[config.mk]
export PLATFORM = sky130hd
export DESIGN_NAME = priority_interrupt_controller
export DESIGN_NICKNAME = d
export VERILOG_FILES = /design/src/hw/irq_ctrl_pkg.sv /design/src/hw/priority_interrupt_controller.sv
export SDC_FILE = /design/constraint.sdc
export NUM_CORES = 1
export LEC_CHECK = 0
export ABC_AREA = 1
export BUFFER_PORTS_ARGS = -buffer_cell sky130_fd_sc_hd__buf_2
export CORE_UTILIZATION = 40
export CTS_BUF_LIST = sky130_fd_sc_hd__clkbuf_2 sky130_fd_sc_hd__clkbuf_4 sky130_fd_sc_hd__clkbuf_8
export DETAILED_ROUTE_END_ITERATION = 6
export GPL_TIMING_DRIVEN = 0
export PLACE_DENSITY = 0.66
export SLEW_MARGIN = 10
export SYNTH_ARGS = -nofsm -noshare
export SYNTH_HDL_FRONTEND = slang
export SYNTH_SLANG_ARGS = --single-unit
[constraint.sdc]
create_clock -name aclk -period 1.55 [get_ports aclk]
set_input_delay 0.0775 -clock aclk [delete_from_list [all_inputs] [get_ports aclk]]
set_output_delay 0.0775 -clock aclk [all_outputs]
set_load 0.02 [all_outputs]
[src/hw/irq_ctrl_pkg.sv]
// Shared constants and carrier types for the two-level interrupt controller
package irq_ctrl_pkg;

  // Register byte offsets on the register bus
  localparam logic [3:0] global_irq_control_off    = 4'h0;
  localparam logic [3:0] edge_priority_control_off = 4'h4;
  localparam logic [3:0] ext_pin_irq_control_off   = 4'h8;
  localparam logic [3:0] mode_control_off          = 4'hc;
  localparam logic [3:0] core_status_off           = 4'h0;

  // Reset values
  localparam logic [7:0] global_irq_control_rst    = 8'h00;
  localparam logic [7:0] edge_priority_control_rst = 8'hff;
  localparam logic [7:0] ext_pin_irq_control_rst   = 8'hc0;

  // Vector addresses (21-bit program counter)
  localparam logic [20:0] high_vector = 21'h000008;
  localparam logic [20:0] low_vector  = 21'h000018;

  // Global control field positions
  localparam int glb_en_bit = 7;
  localparam int grp_en_bit = 6;
  localparam int t0ie_bit  = 5;
  localparam int p0ie_bit  = 4;
  localparam int pcie_bit  = 3;
  localparam int t0if_bit  = 2;
  localparam int p0if_bit  = 1;
  localparam int pcif_bit  = 0;
  // Edge/priority control field positions
  localparam int pud_bit   = 7;
  localparam int edg0_bit  = 6;
  localparam int edg1_bit  = 5;
  localparam int edg2_bit  = 4;
  localparam int edg3_bit  = 3;
  localparam int t0ip_bit  = 2;
  localparam int p3ip_bit  = 1;
  localparam int pcip_bit  = 0;
  // Ext pin control field positions
  localparam int p2ip_bit  = 7;
  localparam int p1ip_bit  = 6;
  localparam int p3ie_bit  = 5;
  localparam int p2ie_bit  = 4;
  localparam int p1ie_bit  = 3;
  localparam int p3if_bit  = 2;
  localparam int p2if_bit  = 1;
  localparam int p1if_bit  = 0;

  // Entry delay in clock cycles after pin event sampling
  localparam logic [1:0] entry_delay = 2'h1;

  // Core handshake carrier
  typedef struct packed {
    logic        take;
    logic [20:0] vector;
    logic        high_level;
  } vector_req_type;

endpackage

[src/hw/priority_interrupt_controller.sv]
// Two-level priority interrupt controller with AXI4-Lite register access
//
// Decided for this implementation: the address map and the AXI4-Lite slave port.
`timescale 1ns/1ns
module priority_interrupt_controller
  import irq_ctrl_pkg::*;
(
  input  wire logic        aclk,
  input  wire logic        aresetn,
  input  wire logic [3:0]  awaddr,
  input  wire logic        awvalid,
  output logic             awready,
  input  wire logic [31:0] wdata,
  input  wire logic [3:0]  wstrb,
  input  wire logic        wvalid,
  output logic             wready,
  output logic [1:0]       bresp,
  output logic             bvalid,
  input  wire logic        bready,
  input  wire logic [3:0]  araddr,
  input  wire logic        arvalid,
  output logic             arready,
  output logic [31:0]      rdata,
  output logic [1:0]       rresp,
  output logic             rvalid,
  input  wire logic        rready,
  input  wire logic [3:0]  ext_pin_in,
  input  wire logic [3:0]  upper_port_pins,
  input  wire logic        port_read,
  input  wire logic        timer0_overflow,
  input  wire logic        periph_high_req,
  input  wire logic        periph_low_req,
  input  wire logic        instr_boundary,
  input  wire logic [20:0] return_addr,
  input  wire logic        return_from_handler_instr,
  output vector_req_type   vector_req,
  output logic             push_return,
  output logic [20:0]      push_addr,
  output logic             pullup_disable,
  output logic [1:0]       active_level
);

  // Registers
  logic [7:0]  gctl_ff;
  logic [7:0]  eprio_ff;
  logic [7:0]  pctl_ff;
  logic        priority_mode_enable_ff;
  logic [3:0]  pin_s1_ff;
  logic [3:0]  pin_s2_ff;
  logic [3:0]  pin_s3_ff;
  logic [3:0]  port_s1_ff;
  logic [3:0]  port_s2_ff;
  logic [3:0]  port_latch_ff;
  logic        pc_mis_ff;
  logic [1:0]  pend_cnt_ff;
  logic        in_high_ff;
  logic        in_low_ff;
  logic        aw_hold_ff;
  logic        w_hold_ff;
  logic [3:0]  aw_addr_ff;
  logic [7:0]  w_data_ff;
  logic        w_lane_ff;
  logic        bvalid_ff;
  logic        rvalid_ff;
  logic [31:0] rdata_ff;
  logic [1:0]  bresp_ff;
  logic [1:0]  rresp_ff;
  logic        take_ff;
  logic [20:0] vec_ff;
  logic        lvl_ff;
  logic [20:0] push_addr_ff;

  // Bus write path decode
  wire       aw_ok    = aw_hold_ff | awvalid;
  wire       w_ok     = w_hold_ff | wvalid;
  wire [3:0] wr_addr  = aw_hold_ff ? aw_addr_ff : awaddr;
  wire [7:0] wr_byte  = w_hold_ff ? w_data_ff : wdata[7:0];
  wire       wr_lane  = w_hold_ff ? w_lane_ff : wstrb[0];
  wire       wr_fire  = aw_ok & w_ok & ~bvalid_ff;
  wire       wr_en    = wr_fire & wr_lane;
  wire       wr_gctl  = wr_en & (wr_addr == global_irq_control_off);
  wire       wr_eprio = wr_en & (wr_addr == edge_priority_control_off);
  wire       wr_pctl  = wr_en & (wr_addr == ext_pin_irq_control_off);
  wire       wr_mode  = wr_en & (wr_addr == mode_control_off);
  wire       wr_map   = (wr_addr == global_irq_control_off) | (wr_addr == edge_priority_control_off) |
                        (wr_addr == ext_pin_irq_control_off) | (wr_addr == mode_control_off);
  assign awready = ~aw_hold_ff & ~bvalid_ff;
  assign wready  = ~w_hold_ff & ~bvalid_ff;
  assign bvalid  = bvalid_ff;
  assign bresp   = bresp_ff;

  // Bus read path decode
  wire rd_fire = arvalid & ~rvalid_ff;
  wire rd_map  = (araddr == global_irq_control_off) | (araddr == edge_priority_control_off) |
                 (araddr == ext_pin_irq_control_off) | (araddr == mode_control_off);
  wire [7:0] rd_byte = (araddr == global_irq_control_off)    ? gctl_ff :
                       (araddr == edge_priority_control_off) ? eprio_ff :
                       (araddr == ext_pin_irq_control_off)   ? pctl_ff :
                       (araddr == mode_control_off)          ? {priority_mode_enable_ff, 5'h00, active_level} :
                                                               8'h00;
  assign arready = ~rvalid_ff;
  assign rvalid  = rvalid_ff;
  assign rdata   = rdata_ff;
  assign rresp   = rresp_ff;

  // Edge detection on synchronised pins, edge polarity per select bit
  wire [3:0] edge_sel = {eprio_ff[edg3_bit], eprio_ff[edg2_bit], eprio_ff[edg1_bit], eprio_ff[edg0_bit]};
  wire [3:0] rise     = pin_s2_ff & ~pin_s3_ff;
  wire [3:0] fall     = ~pin_s2_ff & pin_s3_ff;
  wire [3:0] pin_evt  = (edge_sel & rise) | (~edge_sel & fall);
  wire       pc_evt   = |(port_s2_ff ^ port_latch_ff);

  // Flag updates: software write, hardware set wins
  wire [7:0] gctl_sw  = wr_gctl ? wr_byte : gctl_ff;
  wire [7:0] pctl_sw  = wr_pctl ? wr_byte : pctl_ff;
  wire [7:0] gctl_set = {5'h00, timer0_overflow, pin_evt[0], pc_evt};
  wire [7:0] pctl_set = {5'h00, pin_evt[3], pin_evt[2], pin_evt[1]};

  // Level requests
  wire pme    = priority_mode_enable_ff;
  wire glb_en = gctl_ff[glb_en_bit];
  wire grp_en = gctl_ff[grp_en_bit];
  wire r_t0   = gctl_ff[t0if_bit] & gctl_ff[t0ie_bit];
  wire r_p0   = gctl_ff[p0if_bit] & gctl_ff[p0ie_bit];
  wire r_pc   = gctl_ff[pcif_bit] & gctl_ff[pcie_bit];
  wire r_p1   = pctl_ff[p1if_bit] & pctl_ff[p1ie_bit];
  wire r_p2   = pctl_ff[p2if_bit] & pctl_ff[p2ie_bit];
  wire r_p3   = pctl_ff[p3if_bit] & pctl_ff[p3ie_bit];
  wire [5:0] core_req = {r_p3, r_p2, r_p1, r_pc, r_p0, r_t0};
  wire [5:0] core_pri = {eprio_ff[p3ip_bit], pctl_ff[p2ip_bit], pctl_ff[p1ip_bit],
                         eprio_ff[pcip_bit], 1'b1, eprio_ff[t0ip_bit]};
  wire hi_any = (|(core_req & core_pri)) | periph_high_req;
  wire lo_any = (|(core_req & ~core_pri)) | periph_low_req;
  wire compat_req = glb_en & ((|core_req) | (grp_en & (periph_high_req | periph_low_req)));
  wire pm_high    = glb_en & hi_any;
  wire pm_low     = pme & glb_en & grp_en & lo_any & ~in_low_ff & ~in_high_ff;
  wire want_high  = pme ? pm_high : compat_req;
  wire want       = want_high | pm_low;
  // A lasting port mismatch restarts the delay only when it appears, else it would stall entry
  wire pin_pend   = (|pin_evt) | (pc_evt & ~pc_mis_ff);

  // Entry waits a fixed delay after a pin or port-change event, and happens at an instruction boundary
  wire delay_done = (pend_cnt_ff == 2'h0);
  wire accept     = want & delay_done & instr_boundary & ~take_ff;
  wire acc_high   = accept & want_high;
  wire acc_low    = accept & ~want_high;

  // Global and low enable clearing on entry, setting on return
  wire ret_high = return_from_handler_instr & in_high_ff;
  wire ret_low  = return_from_handler_instr & ~in_high_ff & in_low_ff;
  wire ret_compat = return_from_handler_instr & ~pme;
  wire nxt_glb_en = acc_high ? 1'b0 : ((ret_high | ret_compat) ? 1'b1 : gctl_sw[glb_en_bit]);
  wire nxt_grp_en = (pme & acc_low) ? 1'b0 : ((pme & ret_low) ? 1'b1 : gctl_sw[grp_en_bit]);
  wire [7:0] nxt_gctl = {nxt_glb_en, nxt_grp_en, gctl_sw[5:0] | gctl_set[5:0]};
  wire [7:0] nxt_pctl = pctl_sw | pctl_set;
  wire [1:0] nxt_pend = pin_pend ? entry_delay : (delay_done ? 2'h0 : pend_cnt_ff - 2'h1);

  assign pullup_disable = eprio_ff[pud_bit];
  assign active_level   = {in_high_ff, in_low_ff};
  assign vector_req     = '{take: take_ff, vector: vec_ff, high_level: lvl_ff};
  assign push_return    = take_ff;
  assign push_addr      = push_addr_ff;

  // Control registers
  always_ff @(posedge aclk) begin
    if (!aresetn) begin
      gctl_ff <= global_irq_control_rst;
      eprio_ff <= edge_priority_control_rst;
      pctl_ff <= ext_pin_irq_control_rst;
      priority_mode_enable_ff <= 1'b0;
    end else begin
      gctl_ff <= nxt_gctl;
      pctl_ff <= nxt_pctl;
      if (wr_eprio) eprio_ff <= wr_byte;
      if (wr_mode) priority_mode_enable_ff <= wr_byte[7];
    end
  end

  // Pin synchronisers and port-change reference latch
  always_ff @(posedge aclk) begin
    if (!aresetn) begin
      pin_s1_ff <= 4'h0;
      pin_s2_ff <= 4'h0;
      pin_s3_ff <= 4'h0;
      port_s1_ff <= 4'h0;
      port_s2_ff <= 4'h0;
      port_latch_ff <= 4'h0;
      pc_mis_ff <= 1'b0;
      pend_cnt_ff <= 2'h0;
    end else begin
      pin_s1_ff <= ext_pin_in;
      pin_s2_ff <= pin_s1_ff;
      pin_s3_ff <= pin_s2_ff;
      port_s1_ff <= upper_port_pins;
      port_s2_ff <= port_s1_ff;
      if (port_read) port_latch_ff <= port_s2_ff;
      pc_mis_ff <= pc_evt;
      pend_cnt_ff <= nxt_pend;
    end
  end

  // Handler level tracking and vector output
  always_ff @(posedge aclk) begin
    if (!aresetn) begin
      in_high_ff <= 1'b0;
      in_low_ff <= 1'b0;
      take_ff <= 1'b0;
      vec_ff <= high_vector;
      lvl_ff <= 1'b0;
      push_addr_ff <= 21'h000000;
    end else begin
      take_ff <= accept;
      if (accept) begin
        vec_ff <= (pme & acc_low) ? low_vector : high_vector;
        lvl_ff <= acc_high;
        push_addr_ff <= return_addr;
      end
      if (acc_high) in_high_ff <= 1'b1;
      else if (ret_high) in_high_ff <= 1'b0;
      if (acc_low) in_low_ff <= 1'b1;
      else if (ret_low | (return_from_handler_instr & ~pme)) in_low_ff <= 1'b0;
    end
  end

  // Bus slave state
  always_ff @(posedge aclk) begin
    if (!aresetn) begin
      aw_hold_ff <= 1'b0;
      w_hold_ff <= 1'b0;
      aw_addr_ff <= 4'h0;
      w_data_ff <= 8'h00;
      w_lane_ff <= 1'b0;
      bvalid_ff <= 1'b0;
      bresp_ff <= 2'h0;
      rvalid_ff <= 1'b0;
      rdata_ff <= 32'h00000000;
      rresp_ff <= 2'h0;
    end else begin
      if (wr_fire) begin
        aw_hold_ff <= 1'b0;
        w_hold_ff <= 1'b0;
        bvalid_ff <= 1'b1;
        bresp_ff <= wr_map ? 2'h0 : 2'h2;
      end else begin
        if (awvalid & awready) begin
          aw_hold_ff <= 1'b1;
          aw_addr_ff <= awaddr;
        end
        if (wvalid & wready) begin
          w_hold_ff <= 1'b1;
          w_data_ff <= wdata[7:0];
          w_lane_ff <= wstrb[0];
        end
        if (bvalid_ff & bready) bvalid_ff <= 1'b0;
      end
      if (rd_fire) begin
        rvalid_ff <= 1'b1;
        rdata_ff <= {24'h000000, rd_byte};
        rresp_ff <= rd_map ? 2'h0 : 2'h2;
      end else if (rvalid_ff & rready) begin
        rvalid_ff <= 1'b0;
      end
    end
  end

  // Vector selection and stack push on entry
  low_vec_a: assert property (@(posedge aclk) disable iff (!aresetn)
    acc_low |=> vector_req.take && vector_req.vector == low_vector)
    else $error("low vector wrong");
  high_vec_a: assert property (@(posedge aclk) disable iff (!aresetn)
    acc_high |=> vector_req.vector == high_vector)
    else $error("high vector wrong");
  compat_vec_a: assert property (@(posedge aclk) disable iff (!aresetn)
    (!pme && accept) |=> vector_req.vector == high_vector)
    else $error("compat vector wrong");
  push_a: assert property (@(posedge aclk) disable iff (!aresetn)
    accept |=> push_return && push_addr == $past(return_addr))
    else $error("push missing");
  take_pulse_a: assert property (@(posedge aclk) disable iff (!aresetn)
    vector_req.take |=> !vector_req.take)
    else $error("take longer than one cycle");

  // Level arbitration and global gating
  no_low_in_high_a: assert property (@(posedge aclk) disable iff (!aresetn)
    in_high_ff |-> !acc_low)
    else $error("low preempted high");
  high_level_a: assert property (@(posedge aclk) disable iff (!aresetn)
    acc_high |=> vector_req.high_level && in_high_ff)
    else $error("high level not marked");
  glb_block_a: assert property (@(posedge aclk) disable iff (!aresetn)
    !glb_en |-> !accept)
    else $error("accepted with global enable clear");
  low_gate_a: assert property (@(posedge aclk) disable iff (!aresetn)
    acc_low |-> pme && grp_en)
    else $error("low entry without low enable");
  pin0_high_a: assert property (@(posedge aclk) disable iff (!aresetn)
    (pme && accept && gctl_ff[p0if_bit] && gctl_ff[p0ie_bit]) |-> acc_high)
    else $error("pin 0 not taken as high");
  compat_high_a: assert property (@(posedge aclk) disable iff (!aresetn)
    (!pme && accept) |-> acc_high)
    else $error("compat entry not high");
  periph_gate_a: assert property (@(posedge aclk) disable iff (!aresetn)
    (!pme && !grp_en && !(|core_req)) |-> !accept)
    else $error("peripheral passed without group enable");
  entry_delay_a: assert property (@(posedge aclk) disable iff (!aresetn)
    pin_pend |=> !accept)
    else $error("entry too soon after pin event");

  // Global and low enable clearing, global enable restoring
  clr_glb_a: assert property (@(posedge aclk) disable iff (!aresetn)
    acc_high |=> !gctl_ff[glb_en_bit])
    else $error("global enable not cleared");
  clr_grp_a: assert property (@(posedge aclk) disable iff (!aresetn)
    (pme && acc_low) |=> !gctl_ff[grp_en_bit])
    else $error("low enable not cleared");
  ret_a: assert property (@(posedge aclk) disable iff (!aresetn)
    ret_high |=> gctl_ff[glb_en_bit])
    else $error("return did not re-enable");

  // Flag setting from events
  flag_set_a: assert property (@(posedge aclk) disable iff (!aresetn)
    timer0_overflow |=> gctl_ff[t0if_bit])
    else $error("timer flag lost");
  pin_flag_a: assert property (@(posedge aclk) disable iff (!aresetn)
    $rose(pin_s2_ff[1]) && eprio_ff[edg1_bit] |=> pctl_ff[p1if_bit])
    else $error("pin1 flag lost");
  fall_flag_a: assert property (@(posedge aclk) disable iff (!aresetn)
    $fell(pin_s2_ff[0]) && !eprio_ff[edg0_bit] |=> gctl_ff[p0if_bit])
    else $error("pin0 falling flag lost");
  pin3_flag_a: assert property (@(posedge aclk) disable iff (!aresetn)
    $rose(pin_s2_ff[3]) && eprio_ff[edg3_bit] |=> pctl_ff[p3if_bit])
    else $error("pin3 flag lost");
  port_flag_a: assert property (@(posedge aclk) disable iff (!aresetn)
    pc_evt |=> gctl_ff[pcif_bit])
    else $error("port change flag lost");

  // Register bus answers
  slverr_a: assert property (@(posedge aclk) disable iff (!aresetn)
    (wr_fire && !wr_map) |=> bvalid && bresp == 2'h2)
    else $error("unmapped write not refused");
  rd_upper_a: assert property (@(posedge aclk) disable iff (!aresetn)
    rvalid |-> rdata[31:8] == 24'h000000)
    else $error("read upper bits not zero");
  pullup_wr_a: assert property (@(posedge aclk) disable iff (!aresetn)
    wr_eprio |=> pullup_disable == $past(wr_byte[pud_bit]))
    else $error("pull-up control not written");

  // Main scenarios reached
  cov_high_c: cover property (@(posedge aclk) disable iff (!aresetn) acc_high);
  cov_low_c: cover property (@(posedge aclk) disable iff (!aresetn) acc_low ##[1:50] acc_high);
  cov_ret_c: cover property (@(posedge aclk) disable iff (!aresetn) ret_low);
  cov_compat_c: cover property (@(posedge aclk) disable iff (!aresetn) !pme && acc_high);
  cov_pin_c: cover property (@(posedge aclk) disable iff (!aresetn) pin_pend ##[1:8] accept);

endmodule

==> flow_summary_export.csv, run 1 <==
group,metric,value,unit
cts,clk_path_buf_depth,2,
synth,synth_top_area_frac,0.427,
global_route,grt_usage,0.183,
detailed_routing,wl_per_cell,11.2,um
floorplan,design.core.area,12000,um^2
detailed_routing,wl_met1,5510,um
final_layout,antenna_cells,0,
global_route,grt_pass1_wl,18600,um
cts,ctsRootBufferMaster,"clkbuf_8",
final_layout,area_growth,31.5,%
sta,setup_viol,0,
detailed_routing,detail_route.iter0.violations,238,
power_and_ir_drop,total_power,5.65,mW
sta,finalClockSkew,0.0166,ns
sta,setup_ws,0.0683,ns
sta,period_minus_slack,1.48,ns
global_route,antenna_found_initial,0,
floorplan,io_pins,175,
sta,final_hold_viol_count,0,
synth,synth_edf_count,0,
sta,min_period_over_period,0.956,
final_layout,final_util,0.538,
sta,slew_viol_final,0,
synth,synth_sequential_area_ratio,0.427,
run_status,status,"finished clean",
sta,relSlewSlack,0.598,
synth,synthTopCellsByCount,"140 x nand2_1, 105 x dfxtp_1, 97 x nor2_1",
synth,yosys.area.top_type,"dfxtp_1",
setup_path,crit_type,"reg2reg",
sta,max_freq,675,MHz
place,hpwlAfterDp,8470,um
place,port_buffers,100,
cts,clk_pin_slew,0.10,ns
detailed_routing,drt-total-wl,11700,um
floorplan,rows,40,
detailed_routing,dr_wl_met3,566,um
final_layout,fillers,1217,
place,pre_cts_slack,-0.199,ns
detailed_routing,top_layer,"met4",
synth,ys_warn_count,0,
cts,cts_made_buffers,9,
setup_path,crit_chain,"buf_6 > nor2_4 > nor3_4 > nand2_4 > nor2_4 > buf_6 > nand2_2 > o21ai_2 > nor2_2 > nor2_2",
place,place_congestion,0.870,
synth,yosys-top-cells-area,"dfxtp_1 43%, nand2_1 11%, buf_4 7.6%",
setup_path,cpLargestDelayFamily,"simple AND/OR/NAND/NOR gates",
job,drv_cap,0,
setup_path,cp_slowest_cell,"dfxtp_2",
final_layout,fin_nets,975,
power_and_ir_drop,vdd_ir_drop_max,0.379,mV
synth,ys_ff_latch,105,
synth,ys.flop_type,"dfxtp_1",
synth,synth_cell_type_count,36,
setup_path,slowest_delay,0.34,ns
cts,htreeDepth,3,
setup_path,required,1.87,ns
detailed_routing,drc_errors,0,
sta,worst_pin_slew,0.603,ns
hold_path,hold_class,"in2reg",
cts,clkSinkCount,105,
global_route,grt_max_degree,17,
synth,synth_async_sr_flop_share,0,
cts,clk_latency,0.38,ns
sta,rsz0062_at_grt,"true",
detailed_routing,vias,4646,
detailed_routing,ant_nets,0,
synth,synth.most_common_cell,"nand2_1",
detailed_routing,wl_met2,5410,um
synth,synthCells,699,
final_layout,drive_above_1_share,0.272,
floorplan,start_util,0.409,
synth,synth_area,4920,um^2
floorplan,die_area,12700,um^2
place,placed_area,5770,um^2
setup_path,crit_buf_inv,2,
setup_path,cp-end-kind,"flop",
detailed_routing,dr.pass1.iters,5,
setup_path,setup.worst_path.start_class,"flop",
floorplan,fp.dieW,113,um
power_and_ir_drop,powerDensity,873,nW/um^2
detailed_routing,drt-vias-per-instance,4.48,
synth,syn_area_per_cell,7.03,um^2
global_route,overflow,0,
final_layout,fin_area,6470,um^2
cts,cts_tree,"yes",
power_and_ir_drop,power_leakage,3.29,nW
setup_path,cp_max_fo,5,
setup_path,critical_path_arrival,1.80,ns
floorplan,die_h,113,um
global_route,grt_pass1_vias,3998,
## metal layers
metal | track usage | vias up
met3 | 0.0327 | 14
met2 | 0.304 | 120
li1 | - | 2476
met4 | 0.0658 | 0
met5 | 0 | -
met1 | 0.239 | 2036
## metrics by stage
step | std cells | TNS (ns) | hold WS, ns
after floorplan | 743 | 0 | 0.175
after global placement | 990 | -3.31 | 0.259
after detailed placement | 990 | -4.04 | 0.262
after CTS | 1026 | 0 | 0.000432
after global routing | 1038 | -0.218 | 0.0193
final | 1038 | 0 | 0.00751
## registers in the layout (all words and copies together), names as in the netlist, 8 cells and up
register and cells:
push_addr 21, eprio_ff 8, gctl_ff 8, pctl_ff 8
rdata 8, w_data_ff 8
## final timing paths
check,start,end,slack [ns],cells past startpoint
min,return_addr[6],push_addr[6],0.008,5
min reg2reg,pin_s1_ff[1],pin_s2_ff[1],0.42,2
max reg2reg,aw_hold_ff,gctl_ff[7],0.07,10
max,aw_hold_ff,gctl_ff[7],0.07,10
## worst min-delay path, delay by kind of cell
family | cells | cell delay (ns)
simple gates | 3 | 0.17
buf+inv | 2 | 0.10
## timing repair
item / CTS / global route
resized for setup: 9 / 60
gates cloned: 1 / 4
hold buffers: 18 / 0
endpoints found under the hold margin: 17 / 0
endpoints found under the setup margin: 34 / 51
setup buffers: 2 / 8
pin swaps: 1 / 10
## where the power goes
group	internal, mW	switching [mW]	leakage (nW)	total, mW
clock network	0.877	0.918	0.105	1.79
logic	0.384	0.589	2.32	0.973
registers	2.81	0.0656	0.861	2.88
total	4.07	1.57	3.29	5.65
## area by class of cell
class,instances,area [um^2],share of cell area
Buffer,72,514,0.0795
Clock buffer,12,165,0.0255
Clock inverter,3,46.3,0.00716
Inverter,96,365,0.0565
Multi-Input combinational cell,471,2250,0.349
Sequential cell,105,2110,0.327
Tap cell,147,184,0.0284
Timing Repair Buffer,132,822,0.127
## layout by cell type, fill, tap and decap left out, types with 2 or more instances in the layout
cell           instances
nand2_1              133
buf_2                106
dfxtp_1               97
nor2_1                92
inv_1                 86
buf_4                 61
nand3_1               49
conb_1                46
o21ai_0               40
a21oi_1               39
dlygate4sd3_1         18
clkbuf_8              12
clkbuf_1              10
o211ai_1              10
inv_2                  8
o21ai_1                7
nand2_2                7
dfxtp_2                7
nor2_4                 6
nor2_2                 5
a31oi_1                5
buf_6                  4
nor3_1                 4
nand2_4                3
o21ai_2                3
xor2_1                 3
inv_4                  2
nand3_2                2
or2_2                  2
buf_8                  2
nand4_1                2
clkbuf_16              2
## cell families (layout without fill, tap and decap cells)
family / after synthesis / count (layout) / share of synthesized area
buffers and inverters: 168 / 315 / 0.172
AOI/OAI and AO/OA: 110 / 110 / 0.123
DFF: 105 / 105 / 0.427
adders and majority gates: 2 / 2 / 0.00509
xor gates and xnor gates: 3 / 3 / 0.00534
other: 2 / 46 / 0.00153
and+or+nand+nor: 309 / 310 / 0.266
(Power assumes the default switching activity.)
==> run 2: changes to the inputs <==
- ABC_AREA: 1 -> 0
- CAP_MARGIN: unset -> 40
- CTS_CLUSTER_DIAMETER: unset -> 30
- PLACE_DENSITY: 0.66 -> 0.67
==> run 2 against run 1 <==
The flow now finishes with violations (DRC, setup timing). First-iteration DRC count grew 15%. Register-to-register slack got worse by 0.53 ns. Clock power is essentially flat. Worst hold slack better by 0.0054 ns. Critical path depth decreased by 3. Count of clock-buffer cells in the layout shrank 1. Sequential share of layout area shrank 2.2 points. Synthesized area down 3.4%. Maximum frequency fell by 26%. Critical path type unchanged.
==> flow_summary_export.csv, run 2 <==
group,metric,value,unit
floorplan,design.core.area,11500,um^2
synth,ys.flop_type,"dfxtp_1",
cts,cts_made_buffers,9,
sta,slew_viol_final,0,
sta,worst_pin_slew,0.678,ns
final_layout,fin_nets,861,
cts,ctsRootBufferMaster,"clkbuf_8",
setup_path,reg2reg_from,"aw_hold_ff",
cts,cts_tree,"yes",
place,place_congestion,0.868,
synth,yosys.area.top_type,"dfxtp_1",
final_layout,area_growth,47.4,%
synth,yosys-top-cells-area,"dfxtp_1 44%, mux2i_1 11%, buf_4 8.1%",
global_route,grt_pass1_wl,20400,um
setup_path,crit_buf_inv,2,
place,port_buffers,99,
final_layout,fin_area,7000,um^2
setup_path,setup.worst_path.start_class,"flop",
sta,rsz0062_at_grt,"true",
synth,synth_edf_count,0,
power_and_ir_drop,comb_power_share,0.183,
final_layout,mostFrequentLayoutCells,"100 x buf_2, 83 x dfxtp_1, 76 x buf_4, 65 x nand2_1, 51 x mux2i_1",
synth,synth_cell_type_count,45,
cts,htreeDepth,3,
sta,final_hold_viol_count,0,
global_route,grt_pass1_vias,4303,
synth,ys_ff_latch,105,
setup_path,reg2reg_slack,-0.46,ns
sta,max_freq,498,MHz
setup_path,critical_path_arrival,2.26,ns
sta,min_period_over_period,1.30,
setup_path,crit_chain,"or3b_4 > a2111oi_4 > buf_4 > nor2b_4 > buf_6 > mux2i_2 > a211oi_2",
power_and_ir_drop,power_switching,1.60,mW
sta,period_minus_slack,2.01,ns
setup_path,cpLargestDelayFamily,"simple AND/OR/NAND/NOR gates",
setup_path,crit_type,"reg2reg",
final_layout,drive_above_1_share,0.387,
cts,clkSinkCount,105,
sta,setup_ws,-0.458,ns
final_layout,antenna_cells,0,
floorplan,die_h,111,um
final_layout,final_common_cell,"buf_2",
sta,worst_hold_slack,0.0129,ns
place,placed_area,5610,um^2
floorplan,fp.dieW,111,um
global_route,overflow,0,
power_and_ir_drop,powerDensity,813,nW/um^2
hold_path,hold_start,"bready",
floorplan,io_pins,175,
run_status,status,"finished, violations left",
global_route,antenna_found_initial,0,
floorplan,start_util,0.412,
synth,synth_sequential_area_ratio,0.443,
global_route,grt_usage,0.206,
synth,synth_area,4750,um^2
synth,synthTopCellsByCount,"105 x dfxtp_1, 71 x nand2_1, 60 x nor2_1",
detailed_routing,ant_nets,0,
setup_path,cp_max_fo,5,
power_and_ir_drop,vdd_ir_drop_max,0.551,mV
power_and_ir_drop,total_power,5.69,mW
job,drv_cap,0,
synth,synth_async_sr_flop_share,0,
detailed_routing,drc_errors,28,
cts,clk_pin_slew,0.10,ns
setup_path,cp-end-kind,"flop",
power_and_ir_drop,power_switching_share,0.281,
detailed_routing,drt-vias-per-instance,4.86,
synth,synthCells,537,
power_and_ir_drop,intPower,4.09,mW
setup_path,slowest_delay,0.40,ns
global_route,grt_max_degree,18,
synth,ys_warn_count,0,
cts,clk_latency,0.37,ns
hold_path,hold_class,"in2reg",
setup_path,cp_slowest_cell,"or3b_4",
synth,synth_top_area_frac,0.443,
sta,setup_viol,48,
detailed_routing,dr.pass1.iters,7,
sta,relSlewSlack,0.548,
place,hpwlAfterDp,8600,um
power_and_ir_drop,p_clk_frac,0.314,
synth,synth.most_common_cell,"dfxtp_1",
final_layout,fillers,991,
detailed_routing,drt-total-wl,13400,um
detailed_routing,wl_per_cell,14.5,um
floorplan,die_area,12300,um^2
detailed_routing,detail_route.iter0.violations,273,
setup_path,startpoint,"aw_hold_ff",
run_status,violations,"DRC, setup timing",
setup_path,required,1.80,ns
sta,finalClockSkew,0.0178,ns
synth,syn_area_per_cell,8.84,um^2
floorplan,rows,39,
final_layout,largest_register_ffs,21,
power_and_ir_drop,power_leakage,3.16,nW
cts,clk_path_buf_depth,2,
detailed_routing,vias,4475,
power_and_ir_drop,p_seq_frac,0.503,
[run 2: changes by cell type in the layout (fill, tap and decap cells not counted), sizes merged, moves of 18 or more]
cell,previous run,this run
and2,0,23
buf,173,191
dlygate4sd3,18,45
inv,97,8
mux2i,0,53
nand2,143,73
nand3,52,6
nor2,103,60
o21ai,51,23
[run 2: cell families (layout without fill, tap and decap cells)]
logic type	after synthesis	in the layout	share of synthesized area
flip-flops	105	105	0.443
multiplexers	64	64	0.138
other	2	46	0.00158
adder cells (fa/ha/maj)	2	2	0.00527
AND/OR/NAND/NOR	195	196	0.187
buffers and inverters	81	277	0.105
AO/OA/AOI/OAI	84	84	0.114
XOR/XNOR	4	4	0.00738
[run 2: path summary, 6_finish.rpt]
| kind | end | cells past startpoint |
|---|---|---|
| setup / recovery | gctl_ff[7] | 7 |
| hold / removal | bvalid | 3 |
| setup reg to reg | gctl_ff[7] | 7 |
| hold reg to reg | pin_s2_ff[2] | 1 |
[run 2: final cells by class]
| class | count | area [um^2] | share of cell area |
|---|---|---|---|
| clock buffers | 11 | 145 | 0.0207 |
| inverters | 8 | 30.0 | 0.00429 |
| clock inverters | 5 | 63.8 | 0.00912 |
| flip-flops and latches | 105 | 2140 | 0.305 |
| plain buffers | 72 | 493 | 0.0704 |
| repair buffers | 181 | 1290 | 0.184 |
| multi-input cells | 396 | 2670 | 0.381 |
| well taps | 143 | 179 | 0.0256 |
[run 2: metal layers]
layer	part of all wire	global-route usage	up-vias
met5	0	0	-
met4	0.026	0.0849	0
met3	0.062	0.0372	27
met2	0.50	0.370	183
met1	0.41	0.240	2062
li1	-	-	2203
[run 2: timing repair]
item / 4_1_cts / 5_1_grt
buffers inserted: 25 / 10
hold buffers: 45 / 0
gates cloned: 5 / 0
pin swaps: 10 / 24
endpoints found under the hold margin: 44 / 0
resized for setup: 72 / 64
endpoints found under the setup margin: 63 / 70
[run 2: per-stage QoR]
stage	setup TNS, ns	setup WS, ns	instances	util
after detailed placement	-21.81	-0.611	824	0.487
after CTS	-8.74	-0.403	915	0.583
after floorplan	-6.16	-0.402	581	-
after global routing	-15.31	-0.526	921	0.608
final	-10.69	-0.458	921	0.608
after global placement	-20.64	-0.639	823	0.487
[run 2: worst reg2reg max path, stage by stage, from the launching register on]
cell and delay (ns):
dfxtp_2 0.35, or3b_4 0.40, a2111oi_4 0.29, buf_4 0.20, nor2b_4 0.17, buf_6 0.15, mux2i_2 0.24, a211oi_2 0.10
[run 2: power by group through the flow]
| stage | registers (mW) | clock network [mW] | logic (mW) |
|---|---|---|---|
| floorplan | 2.93 | 0 | 0.558 |
| global placement | 2.91 | 0 | 0.774 |
| detailed placement | 2.92 | 0 | 0.794 |
| CTS | 2.86 | 1.81 | 0.959 |
| global route | 2.87 | 1.93 | 1.12 |
| finish | 2.86 | 1.79 | 1.04 |
==> run 3: changes to the inputs <==
- CORE_UTILIZATION: 40 -> 34
- PLACE_DENSITY: 0.67 -> 0.59
==> run 3 against run 2 <==
The run ends with setup timing left. Clock power grew 8%. First-iteration DRC count shrank 16%. Largest power group unchanged. Critical path type unchanged. Non-clock buffer count shrank 10. Largest cell class unchanged. Wire length shrank 4.6%. Sequential power is essentially flat.
==> flow_summary_export.csv, run 3 (synthesis results as in run 2) <==
group,metric,value,unit
floorplan,start_util,0.353,
detailed_routing,dr.pass1.iters,6,
sta,setup_ws,-0.455,ns
setup_path,crit_buf_inv,2,
detailed_routing,detail_route.iter0.violations,230,
sta,rsz0062_at_grt,"true",
setup_path,cp-end-kind,"flop",
power_and_ir_drop,power_leakage,3.08,nW
setup_path,slowest_delay,0.40,ns
sta,setup_viol,49,
sta,final_hold_viol_count,0,
power_and_ir_drop,vdd_ir_drop_max,0.441,mV
global_route,antenna_found_initial,0,
global_route,grt_usage,0.178,
place,port_buffers,99,
floorplan,die_area,14400,um^2
cts,clk_latency,0.38,ns
setup_path,required,1.83,ns
final_layout,fillers,1319,
detailed_routing,wl_per_cell,13.5,um
sta,worst_pin_slew,0.661,ns
detailed_routing,vias,4357,
final_layout,final-seq-area,2110,um^2
power_and_ir_drop,powerDensity,857,nW/um^2
setup_path,critical_path_arrival,2.28,ns
global_route,grt_pass1_vias,4206,
global_route,overflow,0,
place,dpl.cell_count,857,
place,hpwlAfterDp,8930,um
detailed_routing,drt-total-wl,12700,um
detailed_routing,ant_nets,0,
setup_path,cpLargestDelayFamily,"simple AND/OR/NAND/NOR gates",
sta,finalClockSkew,0.0194,ns
job,drv_cap,0,
final_layout,fin_nets,850,
cts,clk_pin_slew,0.11,ns
final_layout,final_common_cell,"buf_2",
floorplan,rows,42,
sta,tns,-9.99,ns
cts,cts_tree,"yes",
setup_path,crit_chain,"or3b_4 > a2111oi_4 > buf_4 > buf_12 > nand2_8 > mux2_4 > o21a_1",
sta,slew_viol_final,0,
hold_path,hold_class,"in2reg",
setup_path,setup.worst_path.start_class,"flop",
detailed_routing,drt-vias-per-instance,4.62,
detailed_routing,drc_errors,0,
final_layout,antenna_cells,0,
floorplan,io_pins,175,
final_layout,multiInputGateArea,2510,um^2
setup_path,crit_type,"reg2reg",
final_layout,layout.cells.non_filler,943,
final_layout,drive_above_1_share,0.321,
floorplan,design.core.area,13500,um^2
final_layout,final_util,0.504,
global_route,grt_max_degree,19,
cts,clk_path_buf_depth,2,
place,place_congestion,0.871,
final_layout,largest_register_ffs,21,
cts,ctsRootBufferMaster,"clkbuf_8",
cts,htreeDepth,3,
sta,period_minus_slack,2.00,ns
final_layout,area_growth,42.8,%
run_status,status,"finished, violations left",
place,placed_area,5650,um^2
floorplan,die_h,120,um
floorplan,fp.dieW,120,um
final_layout,fin_area,6780,um^2
setup_path,cp_slowest_cell,"or3b_4",
setup_path,reg2reg_slack,-0.45,ns
sta,worst_hold_slack,0.0217,ns
cts,cts_made_buffers,9,
final_layout,mostFrequentLayoutCells,"101 x buf_2, 99 x dfxtp_1, 67 x buf_4, 67 x nand2_1, 53 x mux2i_1",
sta,relSlewSlack,0.559,
cts,clkSinkCount,105,
sta,min_period_over_period,1.29,
setup_path,cp_max_fo,4,
run_status,violations,"setup timing",
sta,max_freq,499,MHz
global_route,grt_pass1_wl,20400,um
==> run 3: worst paths after layout <==
kind	endpoint	start	cells after the start
max	pctl_ff[1]	aw_hold_ff	7
min	rvalid	arvalid	3
max reg2reg	pctl_ff[1]	aw_hold_ff	7
min reg2reg	port_s2_ff[1]	port_s1_ff[1]	1
==> run 3: power by group <==
group / switching, mW / total, mW / internal [mW]
logic: 0.536 / 1.01 / 0.475
clock network: 0.982 / 1.94 / 0.954
registers: 0.0714 / 2.86 / 2.79
total: 1.59 / 5.81 / 4.22
==> run 3: metrics by stage <==
step                      setup WS [ns]  total power, mW
after floorplan                  -0.402             3.48
after global placement           -0.680             3.69
after detailed placement         -0.652             3.72
after CTS                        -0.421             5.82
after global routing             -0.556             6.08
final                            -0.455             5.81
==> run 3: final cells by class <==
| type | instances | area share |
|---|---|---|
| flip-flops and latches | 105 | 0.311 |
| plain buffers | 73 | 0.0742 |
| clock buffers | 10 | 0.0194 |
| well taps | 176 | 0.0325 |
| repair buffers | 170 | 0.173 |
| multi-input cells | 395 | 0.370 |
| inverters | 8 | 0.00443 |
| clock inverters | 6 | 0.0146 |
==> run 3: what timing repair did <==
| item | 4_1_cts | 5_1_grt |
|---|---|---|
| pin swaps | 12 | 7 |
| gates resized for setup | 44 | 29 |
| setup buffers | 19 | 2 |
| hold buffers | 47 | 0 |
| hold endpoints to repair | 47 | 0 |
| gates cloned | 4 | 0 |
| setup endpoints to repair | 63 | 71 |
==> run 3: worst min-delay path, stage by stage <==
cell and delay [ns]:
buf_2 0.11, nor2_1 0.10, a211oi_1 0.05
==> run 3: metal layers <==
layer,part of all wire,global-route usage
met5,0,0
met4,0.025,0.0570
met3,0.066,0.0382
met2,0.48,0.316
met1,0.43,0.213
